**config.mk**
```make
export PLATFORM = sky130hd
export DESIGN_NAME = msc_clock_gen
export DESIGN_NICKNAME = d
export VERILOG_FILES = /design/src/include/msc_pkg.sv /design/src/msc_clock_gen.sv
export SDC_FILE = /design/constraint.sdc
export NUM_CORES = 1
export LEC_CHECK = 0
export BUFFER_PORTS_ARGS = -buffer_cell sky130_fd_sc_hd__buf_2
export CAP_MARGIN = 40
export CORE_AREA = 2 2 105 184
export DETAILED_ROUTE_END_ITERATION = 16
export DIE_AREA = 0 0 107 186
export SLEW_MARGIN = 20
export SYNTH_ARGS = -nofsm -noshare
export SYNTH_HDL_FRONTEND = slang
export SYNTH_SLANG_ARGS = --single-unit
```
**constraint.sdc**
```tcl
create_clock -name clk_i -period 2.5 [get_ports clk_i]
set_input_delay 0.25 -clock clk_i [delete_from_list [all_inputs] [get_ports clk_i]]
set_output_delay 0.25 -clock clk_i [all_outputs]
set_load 0.05 [all_outputs]
```
**src/include/msc_pkg.sv**
```systemverilog
// Package for the multi-source clock generator: register map, fields, types
package msc_pkg;

  // ==========================================================
  // Register word offsets (byte addresses)
  localparam logic [7:0] MSC_DCO_CTL_OFS = 8'h00;
  localparam logic [7:0] MSC_CTL1_OFS = 8'h04;
  localparam logic [7:0] MSC_CTL2_OFS = 8'h08;
  localparam logic [7:0] MSC_CTL3_OFS = 8'h0c;
  localparam logic [7:0] MSC_MODE_OFS = 8'h10;
  localparam logic [7:0] MSC_FLAG_OFS = 8'h14;

  // ==========================================================
  // Reset values
  localparam logic [7:0] MSC_DCO_CTL_RST = 8'h60;
  localparam logic [7:0] MSC_CTL1_RST = 8'h87;
  localparam logic [7:0] MSC_CTL2_RST = 8'h00;
  localparam logic [7:0] MSC_CTL3_RST = 8'h04;
  localparam logic [7:0] MSC_MODE_RST = 8'h00;

  // ==========================================================
  // Field values
  localparam logic [1:0] MSC_SEL_DCO = 2'h0;
  localparam logic [1:0] MSC_SEL_HF2 = 2'h1;
  localparam logic [1:0] MSC_SEL_LFXT = 2'h2;
  localparam logic [1:0] MSC_SEL_TPO = 2'h3;
  localparam logic [1:0] MSC_LF_SRC_TPO = 2'h2;
  localparam logic [1:0] MSC_EXT_CLOCK = 2'h3;
  localparam logic [1:0] MSC_CAP_NONE = 2'h0;
  localparam logic [2:0] MSC_TAP_MAX = 3'h7;
  localparam logic [4:0] MSC_MOD_LAST = 5'h1f;
  localparam logic [2:0] MSC_CNT_LAST = 3'h7;
  localparam int MSC_NSRC = 4;

  // Synchronised source index
  localparam int MSC_IDX_DCO = 0;
  localparam int MSC_IDX_HF2 = 1;
  localparam int MSC_IDX_LFXT = 2;
  localparam int MSC_IDX_TPO = 3;

  // ==========================================================
  // Control bundle sent to the analog oscillators
  typedef struct packed {
    logic lfxt_en;
    logic lfxt_hf;
    logic lfxt_bypass;
    logic [1:0] lfxt_cap;
    logic [1:0] lfxt_range;
    logic hf2_en;
    logic hf2_bypass;
    logic [1:0] hf2_range;
    logic tpo_en;
    logic dco_en;
    logic [3:0] dco_range;
    logic [2:0] dco_tap;
  } msc_osc_ctl_t;

  typedef enum logic [1:0] {
    MSC_RUN,
    MSC_FINISH,
    MSC_HOLD
  } msc_sw_state_t;

endpackage

```
**src/msc_clock_gen.sv**
```systemverilog
// Multi-source clock generator: oscillator control, source switch, dividers
// Behaviour
// - Auxiliary clock from crystal or tiny oscillator, divided
// - Master clock from four sources, divided 1-8
// - Sub-main clock: independent select and divider
// - Reset: master/sub-main from DIGITALLY_CONTROLLED_OSC, aux 6pF
// - Tiny oscillator chosen when select 10, LF
// - Crystal disabled while tiny oscillator selected
// - Oscillator-off stops tiny oscillator in deepest mode
// - Load-cap field picks four capacitances in LF
// - HF mode needs hf bit, cap 00
// - Crystal bypass when select 11, on, cap 00
// - Crystal too slow sets crystal fault
// - Oscillator-off ignored while crystal clocks master/sub-main
// - Second-off ignored while second clocks master/sub-main
// - Second bypass when range 11 and on
// - Second too slow sets second fault
// - Clock-gen bit stops DIGITALLY_CONTROLLED_OSC only if unused
// - Reset: DIGITALLY_CONTROLLED_OSC range 7, tap 3
// - Range field picks sixteen DIGITALLY_CONTROLLED_OSC ranges
// - Tap field picks eight steps
// - Modulation mixes next tap; none at tap 7
// - Configuration may change at any time
// - Next tap used modulation cycles of 32
// - Source switch: finish cycle, hold high, resume; aux skips the finish
// - Crystal fault forces master onto DIGITALLY_CONTROLLED_OSC
`timescale 1ns/1ns

// ==========================================================
// Two-flop synchroniser for asynchronous levels
module msc_sync #(
  parameter int W = 1
) (
  // Clock and reset
  input wire logic clk_i,
  input wire logic rst_i,
  // Data
  input wire logic [W-1:0] d_i,
  output logic [W-1:0] q_o
);
  logic [W-1:0] meta_q;

  always_ff @(posedge clk_i) begin
    if (rst_i) begin
      meta_q <= '0;
      q_o <= '0;
    end else begin
      meta_q <= d_i;
      q_o <= meta_q;
    end
  end
endmodule

// ==========================================================
// One output clock: glitch-free source switch and divider
module msc_clk_channel
  import msc_pkg::*;
#(
  parameter bit SYNC_SW = 1'b1
) (
  // Clock and reset
  input wire logic clk_i,
  input wire logic rst_i,
  // Sources, sampled levels and their rising edges
  input wire logic [MSC_NSRC-1:0] src_lvl_i,
  input wire logic [MSC_NSRC-1:0] src_rise_i,
  // Requested setting
  input wire logic [1:0] sel_i,
  input wire logic [1:0] div_i,
  // Output
  output logic clk_o,
  output logic [1:0] cur_sel_o
);
  msc_sw_state_t state_q;
  logic [1:0] cur_div_q;
  logic [2:0] cnt_q;
  logic [2:0] cnt_d;
  logic div_out;
  logic cur_rise;
  logic new_rise;

  assign cur_rise = src_rise_i[cur_sel_o];
  assign new_rise = src_rise_i[sel_i];
  assign cnt_d = 3'(cnt_q + 3'h1);

  // Divide by 1, 2, 4, 8 for codes 0..3
  always_comb begin
    if (cur_div_q == 2'h0) begin
      div_out = src_lvl_i[cur_sel_o];
    end else begin
      div_out = cnt_q[cur_div_q - 2'h1];
    end
  end

  always_ff @(posedge clk_i) begin
    if (rst_i) begin
      state_q <= MSC_RUN;
      cur_sel_o <= MSC_SEL_DCO;
      cur_div_q <= 2'h0;
      cnt_q <= 3'h0;
      clk_o <= 1'b0;
    end else begin
      case (state_q)
        MSC_RUN: begin
          clk_o <= div_out;
          if (cur_rise) begin
            cnt_q <= cnt_d;
            // Divider changes only where all taps fall together
            if (cnt_q == MSC_CNT_LAST) begin
              cur_div_q <= div_i;
            end
          end
          if (sel_i != cur_sel_o) begin
            // Aux skips the finish: its old crystal may already be stopped
            state_q <= SYNC_SW ? MSC_FINISH : MSC_HOLD;
          end
        end
        MSC_FINISH: begin
          if (cur_rise) begin
            cnt_q <= cnt_d;
          end
          clk_o <= div_out;
          // Old cycle ends at its next rising edge, then hold high
          if (div_out && !clk_o) begin
            state_q <= MSC_HOLD;
          end
        end
        MSC_HOLD: begin
          clk_o <= 1'b1;
          // Request may move while held; follow it to avoid a stall
          if (new_rise) begin
            cur_sel_o <= sel_i;
            cur_div_q <= div_i;
            // Preload so the new source starts with a full high period
            if (div_i == 2'h0) begin
              cnt_q <= 3'h0;
            end else begin
              cnt_q <= 3'(3'h1 << (div_i - 2'h1));
            end
            state_q <= MSC_RUN;
          end
        end
        default: begin
          state_q <= MSC_RUN;
        end
      endcase
    end
  end
endmodule

// ==========================================================
// Top level
module msc_clock_gen
  import msc_pkg::*;
(
  // Clock and reset
  input wire logic clk_i,
  input wire logic rst_i,
  // Wishbone slave
  input wire logic cyc_i,
  input wire logic stb_i,
  input wire logic we_i,
  input wire logic [7:0] adr_i,
  input wire logic [3:0] sel_i,
  input wire logic [31:0] dat_i,
  output logic [31:0] dat_o,
  output logic ack_o,
  // Oscillator clocks and health, asynchronous
  input wire logic digital_osc_clock_i,
  input wire logic second_crystal_clock_i,
  input wire logic crystal_osc_clock_i,
  input wire logic tiny_power_osc_clock_i,
  input wire logic crystal_ok_i,
  input wire logic second_ok_i,
  // Oscillator control
  output msc_osc_ctl_t osc_ctl_o,
  // Generated clocks
  output logic aux_clock_o,
  output logic master_clock_o,
  output logic submain_clock_o
);
  // ==========================================================
  // Registers
  logic [2:0] tap_select_q;
  logic [4:0] modulation_select_q;
  logic second_osc_off_q;
  logic hf_mode_select_q;
  logic [1:0] aux_div_q;
  logic [3:0] range_select_q;
  logic [1:0] master_sel_q;
  logic [1:0] master_div_q;
  logic [1:0] submain_sel_q;
  logic [1:0] submain_div_q;
  logic [1:0] second_range_select_q;
  logic [1:0] lf_source_select_q;
  logic [1:0] load_cap_select_q;
  logic cpu_off_q;
  logic oscillator_off_q;
  logic sys_clock_gen_0_q;
  logic sys_clock_gen_1_q;
  logic osc_fault_flag_q;
  logic crystal_fault_q;
  logic second_osc_fault_q;
  logic [4:0] mod_cnt_q;
  logic [MSC_NSRC-1:0] src_prev_q;

  // ==========================================================
  // Synchronised inputs
  logic [MSC_NSRC-1:0] src_lvl;
  logic [MSC_NSRC-1:0] src_rise;
  logic [1:0] ok_s;

  msc_sync #(.W(MSC_NSRC)) u_src_sync (
    .clk_i(clk_i),
    .rst_i(rst_i),
    .d_i({tiny_power_osc_clock_i, crystal_osc_clock_i,
          second_crystal_clock_i, digital_osc_clock_i}),
    .q_o(src_lvl)
  );

  msc_sync #(.W(2)) u_ok_sync (
    .clk_i(clk_i),
    .rst_i(rst_i),
    .d_i({second_ok_i, crystal_ok_i}),
    .q_o(ok_s)
  );

  always_ff @(posedge clk_i) begin
    if (rst_i) begin
      src_prev_q <= '0;
    end else begin
      src_prev_q <= src_lvl;
    end
  end

  assign src_rise = src_lvl & ~src_prev_q;

  // ==========================================================
  // Source decode and fault override
  logic tpo_selected;
  logic [1:0] aux_sel;
  logic [1:0] master_eff_sel;
  logic [1:0] master_cur;
  logic [1:0] submain_cur;
  logic deepest_low_power_mode;
  logic used_dco;
  logic used_hf2;
  logic used_lfxt;

  assign tpo_selected = (lf_source_select_q == MSC_LF_SRC_TPO) && !hf_mode_select_q;
  assign aux_sel = tpo_selected ? MSC_SEL_TPO : MSC_SEL_LFXT;

  // Software select stays untouched; only the effective source moves
  always_comb begin
    master_eff_sel = master_sel_q;
    if ((master_sel_q == MSC_SEL_LFXT && crystal_fault_q) ||
        (master_sel_q == MSC_SEL_HF2 && second_osc_fault_q)) begin
      master_eff_sel = MSC_SEL_DCO;
    end
  end

  assign deepest_low_power_mode = cpu_off_q && oscillator_off_q &&
    sys_clock_gen_0_q && sys_clock_gen_1_q;
  assign used_dco = (master_cur == MSC_SEL_DCO) || (submain_cur == MSC_SEL_DCO) ||
    (master_sel_q == MSC_SEL_DCO) || (submain_sel_q == MSC_SEL_DCO);
  assign used_hf2 = (master_cur == MSC_SEL_HF2) || (submain_cur == MSC_SEL_HF2) ||
    (master_sel_q == MSC_SEL_HF2) || (submain_sel_q == MSC_SEL_HF2);
  assign used_lfxt = (master_cur == MSC_SEL_LFXT) || (submain_cur == MSC_SEL_LFXT) ||
    (master_sel_q == MSC_SEL_LFXT) || (submain_sel_q == MSC_SEL_LFXT);

  // ==========================================================
  // Oscillator control, registered
  always_ff @(posedge clk_i) begin
    if (rst_i) begin
      osc_ctl_o <= '0;
    end else begin
      // Tiny oscillator replaces the crystal outright
      osc_ctl_o.lfxt_en <= !tpo_selected && (!oscillator_off_q || used_lfxt);
      osc_ctl_o.lfxt_hf <= hf_mode_select_q && (load_cap_select_q == MSC_CAP_NONE);
      osc_ctl_o.lfxt_bypass <= (lf_source_select_q == MSC_EXT_CLOCK) &&
        !oscillator_off_q && (load_cap_select_q == MSC_CAP_NONE);
      osc_ctl_o.lfxt_cap <= hf_mode_select_q ? MSC_CAP_NONE : load_cap_select_q;
      osc_ctl_o.lfxt_range <= lf_source_select_q;
      osc_ctl_o.hf2_en <= !second_osc_off_q || used_hf2;
      osc_ctl_o.hf2_bypass <= (second_range_select_q == MSC_EXT_CLOCK) &&
        !second_osc_off_q;
      osc_ctl_o.hf2_range <= second_range_select_q;
      osc_ctl_o.tpo_en <= tpo_selected && !(oscillator_off_q && deepest_low_power_mode);
      osc_ctl_o.dco_en <= !sys_clock_gen_0_q || used_dco;
      osc_ctl_o.dco_range <= range_select_q;
      // Upper tap for the first modulation counts of each 32-cycle frame
      if (tap_select_q != MSC_TAP_MAX && mod_cnt_q < modulation_select_q) begin
        osc_ctl_o.dco_tap <= 3'(tap_select_q + 3'h1);
      end else begin
        osc_ctl_o.dco_tap <= tap_select_q;
      end
    end
  end

  // Modulation frame counts DIGITALLY_CONTROLLED_OSC cycles
  always_ff @(posedge clk_i) begin
    if (rst_i) begin
      mod_cnt_q <= '0;
    end else if (src_rise[MSC_IDX_DCO]) begin
      mod_cnt_q <= (mod_cnt_q == MSC_MOD_LAST) ? 5'h00 : 5'(mod_cnt_q + 5'h01);
    end
  end

  // ==========================================================
  // Faults: live while an enabled crystal is unhealthy
  always_ff @(posedge clk_i) begin
    if (rst_i) begin
      crystal_fault_q <= 1'b0;
      second_osc_fault_q <= 1'b0;
    end else begin
      crystal_fault_q <= osc_ctl_o.lfxt_en && !ok_s[0];
      second_osc_fault_q <= osc_ctl_o.hf2_en && !ok_s[1];
    end
  end

  // ==========================================================
  // Clock channels
  msc_clk_channel #(.SYNC_SW(1'b0)) u_aux (
    .clk_i(clk_i),
    .rst_i(rst_i),
    .src_lvl_i(src_lvl),
    .src_rise_i(src_rise),
    .sel_i(aux_sel),
    .div_i(aux_div_q),
    .clk_o(aux_clock_o),
    .cur_sel_o()
  );

  msc_clk_channel u_master (
    .clk_i(clk_i),
    .rst_i(rst_i),
    .src_lvl_i(src_lvl),
    .src_rise_i(src_rise),
    .sel_i(master_eff_sel),
    .div_i(master_div_q),
    .clk_o(master_clock_o),
    .cur_sel_o(master_cur)
  );

  msc_clk_channel u_submain (
    .clk_i(clk_i),
    .rst_i(rst_i),
    .src_lvl_i(src_lvl),
    .src_rise_i(src_rise),
    .sel_i(submain_sel_q),
    .div_i(submain_div_q),
    .clk_o(submain_clock_o),
    .cur_sel_o(submain_cur)
  );

  // ==========================================================
  // Wishbone register access
  logic req;
  logic wr;
  logic [7:0] wd;
  logic [7:0] rd;

  assign req = cyc_i && stb_i && !ack_o;
  assign wr = req && we_i && sel_i[0];
  assign wd = dat_i[7:0];

  always_ff @(posedge clk_i) begin
    if (rst_i) begin
      ack_o <= 1'b0;
    end else begin
      ack_o <= req;
    end
  end

  always_ff @(posedge clk_i) begin
    if (rst_i) begin
      {tap_select_q, modulation_select_q} <= MSC_DCO_CTL_RST;
      {second_osc_off_q, hf_mode_select_q, aux_div_q, range_select_q} <= MSC_CTL1_RST;
      {master_sel_q, master_div_q, submain_sel_q, submain_div_q} <= MSC_CTL2_RST;
      {second_range_select_q, lf_source_select_q, load_cap_select_q} <=
        MSC_CTL3_RST[7:2];
      {sys_clock_gen_1_q, sys_clock_gen_0_q, oscillator_off_q, cpu_off_q} <=
        MSC_MODE_RST[3:0];
    end else if (wr) begin
      if (adr_i == MSC_DCO_CTL_OFS) begin
        {tap_select_q, modulation_select_q} <= wd;
      end else if (adr_i == MSC_CTL1_OFS) begin
        {second_osc_off_q, hf_mode_select_q, aux_div_q, range_select_q} <= wd;
      end else if (adr_i == MSC_CTL2_OFS) begin
        {master_sel_q, master_div_q, submain_sel_q, submain_div_q} <= wd;
      end else if (adr_i == MSC_CTL3_OFS) begin
        {second_range_select_q, lf_source_select_q, load_cap_select_q} <= wd[7:2];
      end else if (adr_i == MSC_MODE_OFS) begin
        {sys_clock_gen_1_q, sys_clock_gen_0_q, oscillator_off_q, cpu_off_q} <= wd[3:0];
      end
    end
  end

  // Sticky flag: set at reset and on any fault; a new fault beats a clear
  always_ff @(posedge clk_i) begin
    if (rst_i) begin
      osc_fault_flag_q <= 1'b1;
    end else if (crystal_fault_q || second_osc_fault_q) begin
      osc_fault_flag_q <= 1'b1;
    end else if (wr && adr_i == MSC_FLAG_OFS && wd[0]) begin
      osc_fault_flag_q <= 1'b0;
    end
  end

  always_comb begin
    rd = 8'h00;
    if (adr_i == MSC_DCO_CTL_OFS) begin
      rd = {tap_select_q, modulation_select_q};
    end else if (adr_i == MSC_CTL1_OFS) begin
      rd = {second_osc_off_q, hf_mode_select_q, aux_div_q, range_select_q};
    end else if (adr_i == MSC_CTL2_OFS) begin
      rd = {master_sel_q, master_div_q, submain_sel_q, submain_div_q};
    end else if (adr_i == MSC_CTL3_OFS) begin
      rd = {second_range_select_q, lf_source_select_q, load_cap_select_q,
            second_osc_fault_q, crystal_fault_q};
    end else if (adr_i == MSC_MODE_OFS) begin
      rd = {4'h0, sys_clock_gen_1_q, sys_clock_gen_0_q, oscillator_off_q, cpu_off_q};
    end else if (adr_i == MSC_FLAG_OFS) begin
      rd = {2'h0, submain_cur, master_cur, 1'b0, osc_fault_flag_q};
    end
  end

  always_ff @(posedge clk_i) begin
    if (rst_i) begin
      dat_o <= '0;
    end else if (req && !we_i) begin
      dat_o <= {24'h000000, rd};
    end else begin
      dat_o <= '0;
    end
  end
endmodule

```
* Yosys cells after proc, flatten, opt, wreduce, memory -nomap -nowiden
Index checks and enable logic that the tools add are counted.
** Cells by class
- Add/sub/neg operators :: 11
- $lt $le $gt $ge :: 10
- Equal/unequal tests :: 48
- Shift operators :: 3
- Multiplexer cells :: 76
- Bitwise gates (word level) :: 7
- Reduce and logical (&&, ||, !) cells :: 97
** Operator list (count)
- $mux 2 :: 19
- $ne 2x1->1 const B :: 18
- $mux 8 :: 4
- $mux 3 :: 10
- $logic_not 2->1 :: 14
- $lt 2x3->1 const B :: 9
- $logic_and 1x1->1 :: 26
- $bmux 1 s2 :: 12
- $reduce_and 3->1 :: 7
- $eq 2x2->1 const B :: 10
- $pmux 2 s3 :: 3
- $pmux 3 s2 :: 3
- $eq 8x4->1 const B :: 2
- $eq 8x5->1 const B :: 2
- $mux 1 :: 16
- $reduce_and 4->1 :: 4
- $eq 2x1->1 const B :: 7
- $logic_or 1x1->1 :: 14
- $logic_not 1->1 :: 13
- $add 3x1->3 const B :: 4
- $mux 6 :: 2
- $pmux 2 s2 :: 3
- $reduce_bool 2->1 :: 6
- $reduce_or 2->1 :: 6
- 18 further kinds :: 38
** Storage, ports and cells
- Bits in registers :: 141
- Input bits :: 55
- Logic and storage cells :: 308

* Longest topological paths before layout
Gate-level depths: netlist (run 1).
- Depth after elaboration :: 8
- Depth in mapped cells :: 7

* Cells and area by module
A second synthesis (run 1) with hierarchy kept.
** Second synthesis, totals
- Cell total of the unflattened synthesis :: 601
- Area total of the unflattened synthesis :: 5696.7 um^2
** By module, submodules not included
- msc_clock_gen :: instances 1, cells an instance 380, area each 3504.6 um^2, seq. area each 1501.4 um^2
- msc_clk_channel at u_master ... :: instances 2, cells an instance 64, area each 630.6 um^2, seq. area each 200.2 um^2
- msc_clk_channel at u_aux :: instances 1, cells an instance 69, area each 615.6 um^2, seq. area each 180.2 um^2
- msc_sync at u_src_sync :: instances 1, cells an instance 16, area each 210.2 um^2, seq. area each 160.2 um^2
- msc_sync at u_ok_sync :: instances 1, cells an instance 8, area each 105.1 um^2, seq. area each 80.1 um^2

* Worst setup path after synthesis (run 1)
OpenSTA, ideal clock, no wires.
- Path kind :: input-to-reg
- Start :: in adr_i[5]
- End :: reg master_sel_q[0]
- Setup time :: 0.128 ns
- Data arrival time :: 1.947 ns
- Data required time :: 2.372 ns
- Slack :: 0.426 ns
- Stages :: 6
- Path buffers :: 1
- Path through :: or4_4 -> or3_4 -> or4_4 -> buf_6 -> mux2i_1 -> nor2_1
** Between the ends
- Cells in the longest elaborated chain, start to end :: 3
** Ends and longest elaborated chain
- from (decl) :: line msc_clock_gen.sv:163 : input wire logic [7:0] adr_i,
- $eq 8x3->1 or $logic_not 8->1 (tied branches) :: line msc_clock_gen.sv:387, msc_clock_gen.sv:385
- $not 1->1 (no line)
- $reduce_and 4->1 (no line) *
- to (signal assigned) :: line msc_clock_gen.sv:390 : {master_sel_q, master_div_q, submain_sel_q, submain_div_q} <= wd;
- to (decl) :: line msc_clock_gen.sv:190 : logic [1:0] master_sel_q;
Mark *: on every way between the ends. The rest lies on a longest branch, timed or not.
A chain may end at the register's enable or synchronous reset.

* Worst setup path in the final report (run 1)
- Start :: reg u_src_sync.q_o[3]
- End :: reg u_submain.cur_div_q[1]
** Between the ends
- Cells in the longest elaborated chain, start to end :: 5
** Ends and longest elaborated chain
- from (decl) :: line msc_clock_gen.sv:39 : output logic [W-1:0] q_o
- from (signal assigned) :: line msc_clock_gen.sv:49 : q_o <= meta_q;
- $and 4x4->4 * :: line msc_clock_gen.sv:236 : assign src_rise = src_lvl & ~src_prev_q;
- $bmux 1 s2 (on tied branches) :: line msc_clock_gen.sv:82, msc_clock_gen.sv:83
- $mux 1 (on tied branches) :: line msc_clock_gen.sv:82, msc_clock_gen.sv:83
- $ne 2x1->1 (no line)
- $reduce_and 4->1 (no line) *
- to (signal assigned) :: line msc_clock_gen.sv:110 : cur_div_q <= div_i;
- to (signal assigned) :: line msc_clock_gen.sv:133 : cur_div_q <= div_i;
- to (decl) :: line msc_clock_gen.sv:75 : logic [1:0] cur_div_q;
Mark *: on every way between the ends. The rest lies on a longest branch, timed or not. The select of a mux whose other input is x is not followed.

==> results.md, run 1 <==
* Layout cell share with drive strength beyond 1 at 0.173
* Port bufs at 59
* Worst-margin pin slew at 719 ps
* Power consumption at 4.55 mW
* Fmax at 0.482 GHz
* Top cell family by delay on the critical path: multiplexers
* Full die area at 19900 um^2
* Most frequent cell after synthesis: dfxtp_1
* Hold WC Path Type: in2reg
* Final core utilization at 0.352
* Slew Viols, Final at 0
* Core ar. at 18400 um^2
* #FFs+latches synth at 116
* First-pass DRT Iterations at 4
* Clock Skew at 9.11 ps
* CTS clock-pin slew for the worst setup and hold paths at 50 ps
* Synth area leader: dfxtp_1
* Final WL at 14.2 mm
* Seq pwr share at 0.419
* Setup Buffers After CTS at 0
* EDFF count, synth at 0
* CP max stage cell: mux4_2
* Synth top area share at 0.426
* Overflow after GRT at 0
* Via-per-instance ratio at 4.81
* Clock power share at 0.508
* Seq/Total Area, Yosys at 0.426
* Syn_area_per_cell at 9.11 um^2
* Pint at 3.40 mW
* CP Cell Sequence: nand2b_1 -> mux4_2 -> o32ai_1 -> mux2i_1 -> nor2_1
* Combinational share of power at 0.072
* Synth area leaders: dfxtp_1, mux2i_1, nor2_1, ha_1, nor2b_1
* Setup WS post-layout at 426 ps
* Initial antenna violation count at 0
* Worst Path Buf+Inv at 0
* DP Area at 5910 um^2
* DP Worst Slack at 239 ps
* CTS-repair resized insts at 0
* Hold Buf Count CTS at 0
* Final Instance Count excl. Fillers at 907
* Tcrit/Tclk final at 0.829
* Most used DFF post-synth: dfxtp_1
* Crit-path max FO at 6
* PwrDens at 702 nW/um^2
* Status: finished clean
* Die width at 107 um
* # DRC at 0
* Die height at 186 um
* Initial drt markers at 252
* Routed wire per std cell at 15.7 um
* CP peak stage delay at 540 ps
* Cells after DPL at 875
* RSZ-0062 raised after global routing: false
* # H-tree levels at 4
* Max-slew headroom at 0.520
* Post-route ant nets at 0
* Final setup TNS at 0 ps
* Crit path arrival time at 2360 ps
* Most instantiated cells after synthesis: dfxtp_1, nor2_1, mux2i_1
* Crit end category: flip-flop
* Clk_lat worst skew at 420 ps
* Inserted Diodes at 0
* Max cap viols at 0
* Largest net degree at the start of global routing at 53
* Tmin final at 2070 ps
* First-pass GRT wire length at 22.6 mm
* Starting Density at 0.296
* Yosys warnings at 0
* Gpl congestion at 0.937
* Crit Path Category: reg2reg
* Switch share at 0.251
* CTS tree: done
* Net load switching power at 1.14 mW
* IO Pins at 111
* Rows at 66
* Layout area overhead at 19.0%
* Final hold vios at 0
* Hold WS at 42.3 ps
* Cells after Synth at 598
* Final #Nets at 728
* Total CTS buffers at 17
* P_leak at 2.76 nW
* Worst EP required at 2790 ps
* Clock Tree Root: clkbuf_16
* Clock Tree Buf Depth at 2
* Async set-reset flop share out of synthesis at 0
* CTS sink cnt at 116
* Routed vias at 4359
* Gr usage total at 0.150
* Post-Layout Inst Area at 6480 um^2
* Vias in the first global route at 4298
* Startpoint Class: flip-flop
* DPL Wire Length at 10.5 mm
* Peak VDD IR at 0.496 mV
* Final setup violation count at 0
* Syn Std Cell Area at 5450 um^2
* Distinct cells, synth at 55
==> final timing paths <==
| check | startpoint | endpoint | slack [ps] | cells past startpoint |
|---|---|---|---|---|
| setup / recovery | u_src_sync.q_o[3] | u_submain.cur_div_q[1] | 430 | 5 |
| hold / removal | crystal_ok_i | u_ok_sync.meta_q[0] | 40 | 2 |
| setup reg to reg | u_src_sync.q_o[3] | u_submain.cur_div_q[1] | 430 | 5 |
| hold reg to reg | u_ok_sync.q_o[1] | second_osc_fault_q | 390 | 1 |
==> power groups by stage <==
stage / clock network (mW) / registers (mW) / logic [mW]
2_1_floorplan: 0 / 1.97 / 0.240
3_3_place_gp: 0 / 1.95 / 0.328
3_5_place_dp: 0 / 1.95 / 0.329
4_1_cts: 2.35 / 1.91 / 0.330
5_1_grt: 2.43 / 1.91 / 0.355
6_report: 2.31 / 1.91 / 0.329
==> per-layer routing <==
metal,global-route usage,share of wire,routed length (um)
met1,0.153,0.38,5440
met5,0,0,0
met2,0.280,0.55,7800
met3,0.0305,0.032,458
met4,0.0821,0.035,499
==> layout by cell type (no fill, tap or decap), types with 7 or more instances in the layout <==
cell type and count:
nor2_1 68, nor2b_1 31, nand2_1 38, ha_1 17, nand2b_1 20, nor3_1 15, o21ai_0 17, inv_1 25
nor3b_1 7, a21oi_1 27, buf_4 11, dfxtp_1 116, nand3_1 8, buf_2 59, conb_1 24, mux2i_1 47
a211oi_1 8, o22ai_1 7, clkbuf_16 17
==> registers in the layout, summed over array words and instances, names as in the netlist, 3 cells and up <==
signal,cells
osc_ctl_o,20
u_aux.cnt_q,3
u_master.cnt_q,3
modulation_select_q,5
src_prev_q,4
u_src_sync.meta_q,4
range_select_q,4
dat_o,8
u_src_sync.q_o,4
tap_select_q,3
u_submain.cnt_q,3
mod_cnt_q,5
==> layout make-up <==
| type | instances | area [um^2] |
|---|---|---|
| clock buffers | 20 | 467 |
| clock inverters | 12 | 105 |
| fillers | 1923 | 11900 |
| inverters | 25 | 93.8 |
| multi-input cells | 426 | 2820 |
| flip-flops and latches | 116 | 2320 |
| well taps | 238 | 298 |
| repair buffers | 70 | 378 |
==> cell families (layout without fill, tap and decap cells) <==
group,Yosys count,in the layout,synth area share
DFF,116,116,0.426
and+or+nand+nor,221,221,0.211
AOI/OAI and AO/OA,103,103,0.125
other,1,24,0.000689
adders and majority gates,17,17,0.0391
xor gates and xnor gates,5,5,0.00804
buffers and inverters,79,127,0.0724
muxes,56,56,0.117
Note: power is estimated with default switching activity, not from simulation.
==> run 2: changes to the inputs <==
Clock period 2.5 ns to 2.1 ns, I/O delays scaled along.
==> run 2 against run 1 <==
Effect of this change: sequential share of layout area shrank 0.97 points; sequential power grew 19%; core utilization grew 0.98 points; clock power grew 28%; global-route usage grew 0.35 points; register-to-register slack lost 240 ps; maximum frequency grew 8.4%; wire length grew 2.6%; worst hold slack lost 32 ps; clock skew grew 0.68 ps; critical path type unchanged.
==> results.md, run 2 (synthesis results as in run 1) <==
* Clock Tree Root: clkbuf_16
* Final #Nets at 745
* Fmax at 0.523 GHz
* Worst-margin pin slew at 721 ps
* Final WL at 14.6 mm
* Overflow after GRT at 0
* Max reg flops at 20
* First-pass DRT Iterations at 5
* CTS clock-pin slew for the worst setup and hold paths at 60 ps
* Die width at 107 um
* Layout area overhead at 22.3%
* Hold Buf Count CTS at 0
* Full die area at 19900 um^2
* CTS tree: done
* Hold WC Path Type: in2reg
* # H-tree levels at 4
* Final setup violation count at 0
* Slew Viols, Final at 0
* Port bufs at 59
* Max cap viols at 0
* Routed vias at 4496
* Crit end category: flip-flop
* Layout cell share with drive strength beyond 1 at 0.192
* Starting Density at 0.296
* Initial drt markers at 230
* Regs by FF count: osc_ctl_o: 20 flops, dat_o: 8 flops
* Gr usage total at 0.153
* Post-Layout Inst Area at 6660 um^2
* Crit Path Category: reg2reg
* First-pass GRT wire length at 23.1 mm
* Routed wire per std cell at 15.8 um
* Tmin final at 1910 ps
* Post-route ant nets at 0
* Gpl congestion at 0.907
* Crit-path max FO at 4
* Startpoint Class: flip-flop
* Total CTS buffers at 17
* Core ar. at 18400 um^2
* Initial antenna violation count at 0
* CP peak stage delay at 530 ps
* Peak VDD IR at 0.586 mV
* Via-per-instance ratio at 4.87
* # DRC at 0
* Pint at 4.28 mW
* Status: finished clean
* IO Pins at 111
* Setup Buffers After CTS at 0
* CP Cell Sequence: nand2b_1 -> mux4_2 -> o32ai_1 -> buf_4 -> mux2i_1 -> nor2_1
* FILL cells at 1900
* PwrDens at 846 nW/um^2
* Most frequent cells in the layout: dfxtp_1, nor2_1, buf_2
* Most common cell after layout, fill and taps aside: dfxtp_1
* Rows at 66
* Final hold vios at 0
* Worst EP required at 2390 ps
* CTS sink cnt at 116
* P_leak at 2.86 nW
* Combinational share of power at 0.073
* Clock Skew at 9.79 ps
* Power consumption at 5.63 mW
* DP Area at 6050 um^2
* DPL Wire Length at 10.9 mm
* RSZ-0062 raised after global routing: false
* Net load switching power at 1.36 mW
* Inserted Diodes at 0
* Final setup TNS at 0 ps
* Most flops, register: osc_ctl_o
* Clock power share at 0.524
* Tcrit/Tclk final at 0.911
* Vias in the first global route at 4474
* Die height at 186 um
* CTS-repair resized insts at 0
* CP max stage cell: mux4_2
* Max-slew headroom at 0.519
* Clock Tree Buf Depth at 2
* Clk_lat worst skew at 420 ps
* Largest net degree at the start of global routing at 99
* Switch share at 0.241
* Crit path arrival time at 2200 ps
* Seq pwr share at 0.403
-- run 2: layout make-up --
type                            count  area, um^2  area share
Clock inverter                     12         155      0.0233
Inverter                           25        93.8      0.0141
Sequential cell                   116        2320       0.349
Tap cell                          238         298      0.0447
Clock buffer                       20         457      0.0686
Timing Repair Buffer               87         518      0.0778
Multi-Input combinational cell    426        2820       0.423
-- run 2: per-layer routing --
metal | vias up | wire length, um | track usage
li1 | 2208 | - | -
met1 | 2126 | 5430 | 0.153
met2 | 126 | 7920 | 0.284
met3 | 36 | 490 | 0.0315
met4 | 0 | 719 | 0.0971
met5 | - | 0 | 0
-- run 2: worst max-delay path, delay by kind of cell (launching register included) --
family | cells | cell delay [ps]
muxes | 2 | 700
DFF | 1 | 330
AOI/OAI and AO/OA | 1 | 290
and+or+nand+nor | 2 | 280
buffers and inverters | 1 | 170
-- run 2: worst paths after layout --
kind,from,end,slack (ps),cells after the start
worst max-delay path,src_prev_q[0],u_submain.cur_div_q[0],190,6
worst min-delay path,second_crystal_clock_i,u_src_sync.meta_q[1],10,2
worst max register to register,src_prev_q[0],u_submain.cur_div_q[0],190,6
worst min register to register,u_ok_sync.q_o[0],crystal_fault_q,390,1
-- run 2: per-stage QoR --
stage | hold WS, ps | setup slack (ps) | cells | utilization
2_1_floorplan | 335 | 65.8 | 621 | -
3_5_place_dp | 393 | -73.8 | 892 | 0.328
3_3_place_gp | 380 | -54.5 | 892 | 0.328
5_1_grt | 20.8 | 60.4 | 924 | 0.362
4_1_cts | 3.46 | 193 | 924 | 0.362
6_report | 9.91 | 188 | 924 | 0.362
-- run 2: power groups by stage --
stage          clock network [mW]  logic [mW]  registers [mW]
5_1_grt                      3.12       0.442            2.27
2_1_floorplan                   0       0.286            2.35
6_report                     2.95       0.411            2.27
3_5_place_dp                    0       0.414            2.32
4_1_cts                      3.00       0.415            2.27
3_3_place_gp                    0       0.410            2.32
==> run 3: changes to the inputs <==
Settings changed: BUFFER_PORTS_ARGS -buffer_cell sky130_fd_sc_hd__buf_2 to -buffer_cell sky130_fd_sc_hd__buf_4, CORE_AREA 2 2 105 184 to 2 2 79 137, DIE_AREA 0 0 107 186 to 0 0 81 139, GPL_ROUTABILITY_DRIVEN set to 0, PLACE_DENSITY set to 0.78.
==> run 3 against run 2 <==
Effect of this change: sequential cell count unchanged; core utilization up 29 points; register-to-register slack worse by 20 ps; design area down 0.77%; sequential share of layout area up 0.27 points; largest cell class unchanged; global-route usage up 11 points; critical path depth down 1; clock skew down 1.7 ps; non-clock buffer count down 6; sequential power about the same.
==> results.md, run 3 (synthesis results as in run 1) <==
* Status: finished clean
* Worst EP required at 2390 ps
* Final WL at 13.9 mm
* Most frequent cells in the layout: dfxtp_1, buf_4, nor2_1
* Initial antenna violation count at 0
* Max-slew headroom at 0.534
* Inserted Diodes at 0
* Post-route ant nets at 0
* First-pass DRT Iterations at 5
* CTS sink cnt at 116
* Post-Layout Inst Area at 6610 um^2
* FILL cells at 846
* Layout area overhead at 21.3%
* Startpoint Class: flip-flop
* Starting Density at 0.535
* Final setup violation count at 0
* Full die area at 11300 um^2
* Clock Tree Buf Depth at 2
* Max cap viols at 0
* Die height at 139 um
* Core ar. at 10200 um^2
* Total CTS buffers at 17
* Via-per-instance ratio at 5.73
* Regs by FF count: osc_ctl_o: 20 flops, dat_o: 8 flops
* # H-tree levels at 4
* Vias in the first global route at 4660
* CTS tree: done
* Crit end category: flip-flop
* DP Area at 5990 um^2
* Routed wire per std cell at 17.3 um
* Tmin final at 1930 ps
* Initial drt markers at 397
* CTS clock-pin slew for the worst setup and hold paths at 60 ps
* Tcrit/Tclk final at 0.918
* Slew Viols, Final at 0
* Largest net degree at the start of global routing at 56
* Clock Skew at 8.11 ps
* Port bufs at 59
* # DRC at 0
* Final hold vios at 0
* Clock Tree Root: clkbuf_16
* PwrDens at 843 nW/um^2
* Layout cell share with drive strength beyond 1 at 0.186
* Die width at 81 um
* Fmax at 0.519 GHz
* Rows at 49
* Routed vias at 4618
* Gr usage total at 0.264
* Most flops, register: osc_ctl_o
* Crit Path Category: reg2reg
* DPL Wire Length at 10.1 mm
* IO Pins at 111
* Hold WS at 13.1 ps
* Max reg flops at 20
* Clk_lat worst skew at 420 ps
* RSZ-0062 raised after global routing: false
* Crit path arrival time at 2220 ps
* Overflow after GRT at 0
* First-pass GRT wire length at 22.6 mm
* Final #Nets at 739
* Hold WC Path Type: in2reg
* P_leak at 2.86 nW
* Crit-path max FO at 11
* Worst-margin pin slew at 698 ps
* Most common cell after layout, fill and taps aside: dfxtp_1
* Peak VDD IR at 0.608 mV
## run 3: cell count changes in the layout (fill, tap and decap cells not counted)
cell	change
buf_12	-1
buf_2	-59
buf_4	+53
bufinv_16	-1
clkbuf_8	+3
clkinv_2	+1
clkinv_4	-1
clkinvlp_4	-3
dlygate4sd3_1	+1
nand2b_1	-1
nand2b_2	+1
o32ai_1	-1
o32ai_2	+1
## run 3: per-stage QoR
stage	TNS (ps)	setup slack, ps	instances	util	total power [mW]
global route	0	43.9	806	0.649	5.74
floorplan	0	65.8	621	-	2.64
CTS	0	72.5	806	0.648	5.59
finish	0	172	806	0.649	5.57
global placement	-409	-55.9	774	0.589	2.72
detailed placement	-563	-95.8	774	0.589	2.73
## run 3: cell type report
class	count	area, um^2	share of cell area
Clock inverter	8	98.8	0.0150
Inverter	25	93.8	0.0142
Tap cell	127	159	0.0240
Sequential cell	116	2320	0.351
Multi-Input combinational cell	426	2830	0.428
Timing Repair Buffer	81	611	0.0924
Clock buffer	23	498	0.0754
## run 3: layer usage
layer,track usage,share of wire,vias up
met1,0.263,0.35,2197
met3,0.0540,0.047,52
met5,0,0,-
met4,0.163,0.050,0
met2,0.478,0.55,177
li1,-,-,2192
## run 3: path summary, 6_finish.rpt
path | cells past startpoint | slack (ps) | endpoint | startpoint
worst max-delay path | 5 | 170 | u_aux.cnt_q[0] | u_aux.state_q[1]
worst min-delay path | 2 | 10 | u_ok_sync.meta_q[0] | crystal_ok_i
worst max register to register | 5 | 170 | u_aux.cnt_q[0] | u_aux.state_q[1]
worst min register to register | 1 | 400 | crystal_fault_q | u_ok_sync.q_o[0]
## run 3: what timing repair did
item,4_1_cts,5_1_grt
hold buffers,1,0
endpoints found under the hold margin,1,0
gates resized for setup,0,2
setup buffers,0,0
endpoints found under the setup margin,0,2
## run 3: worst max-delay path, cell delays in order, from the launching register on
cell	delay (ps)
dfxtp_1	540
inv_1	190
or3_1	430
nand4_1	320
mux2i_1	240
a21oi_1	80
## run 3: where the power goes
group	internal, mW	switching (mW)
combinational	0.129	0.295
clock	1.89	0.983
sequential	2.24	0.0290
total	4.26	1.31
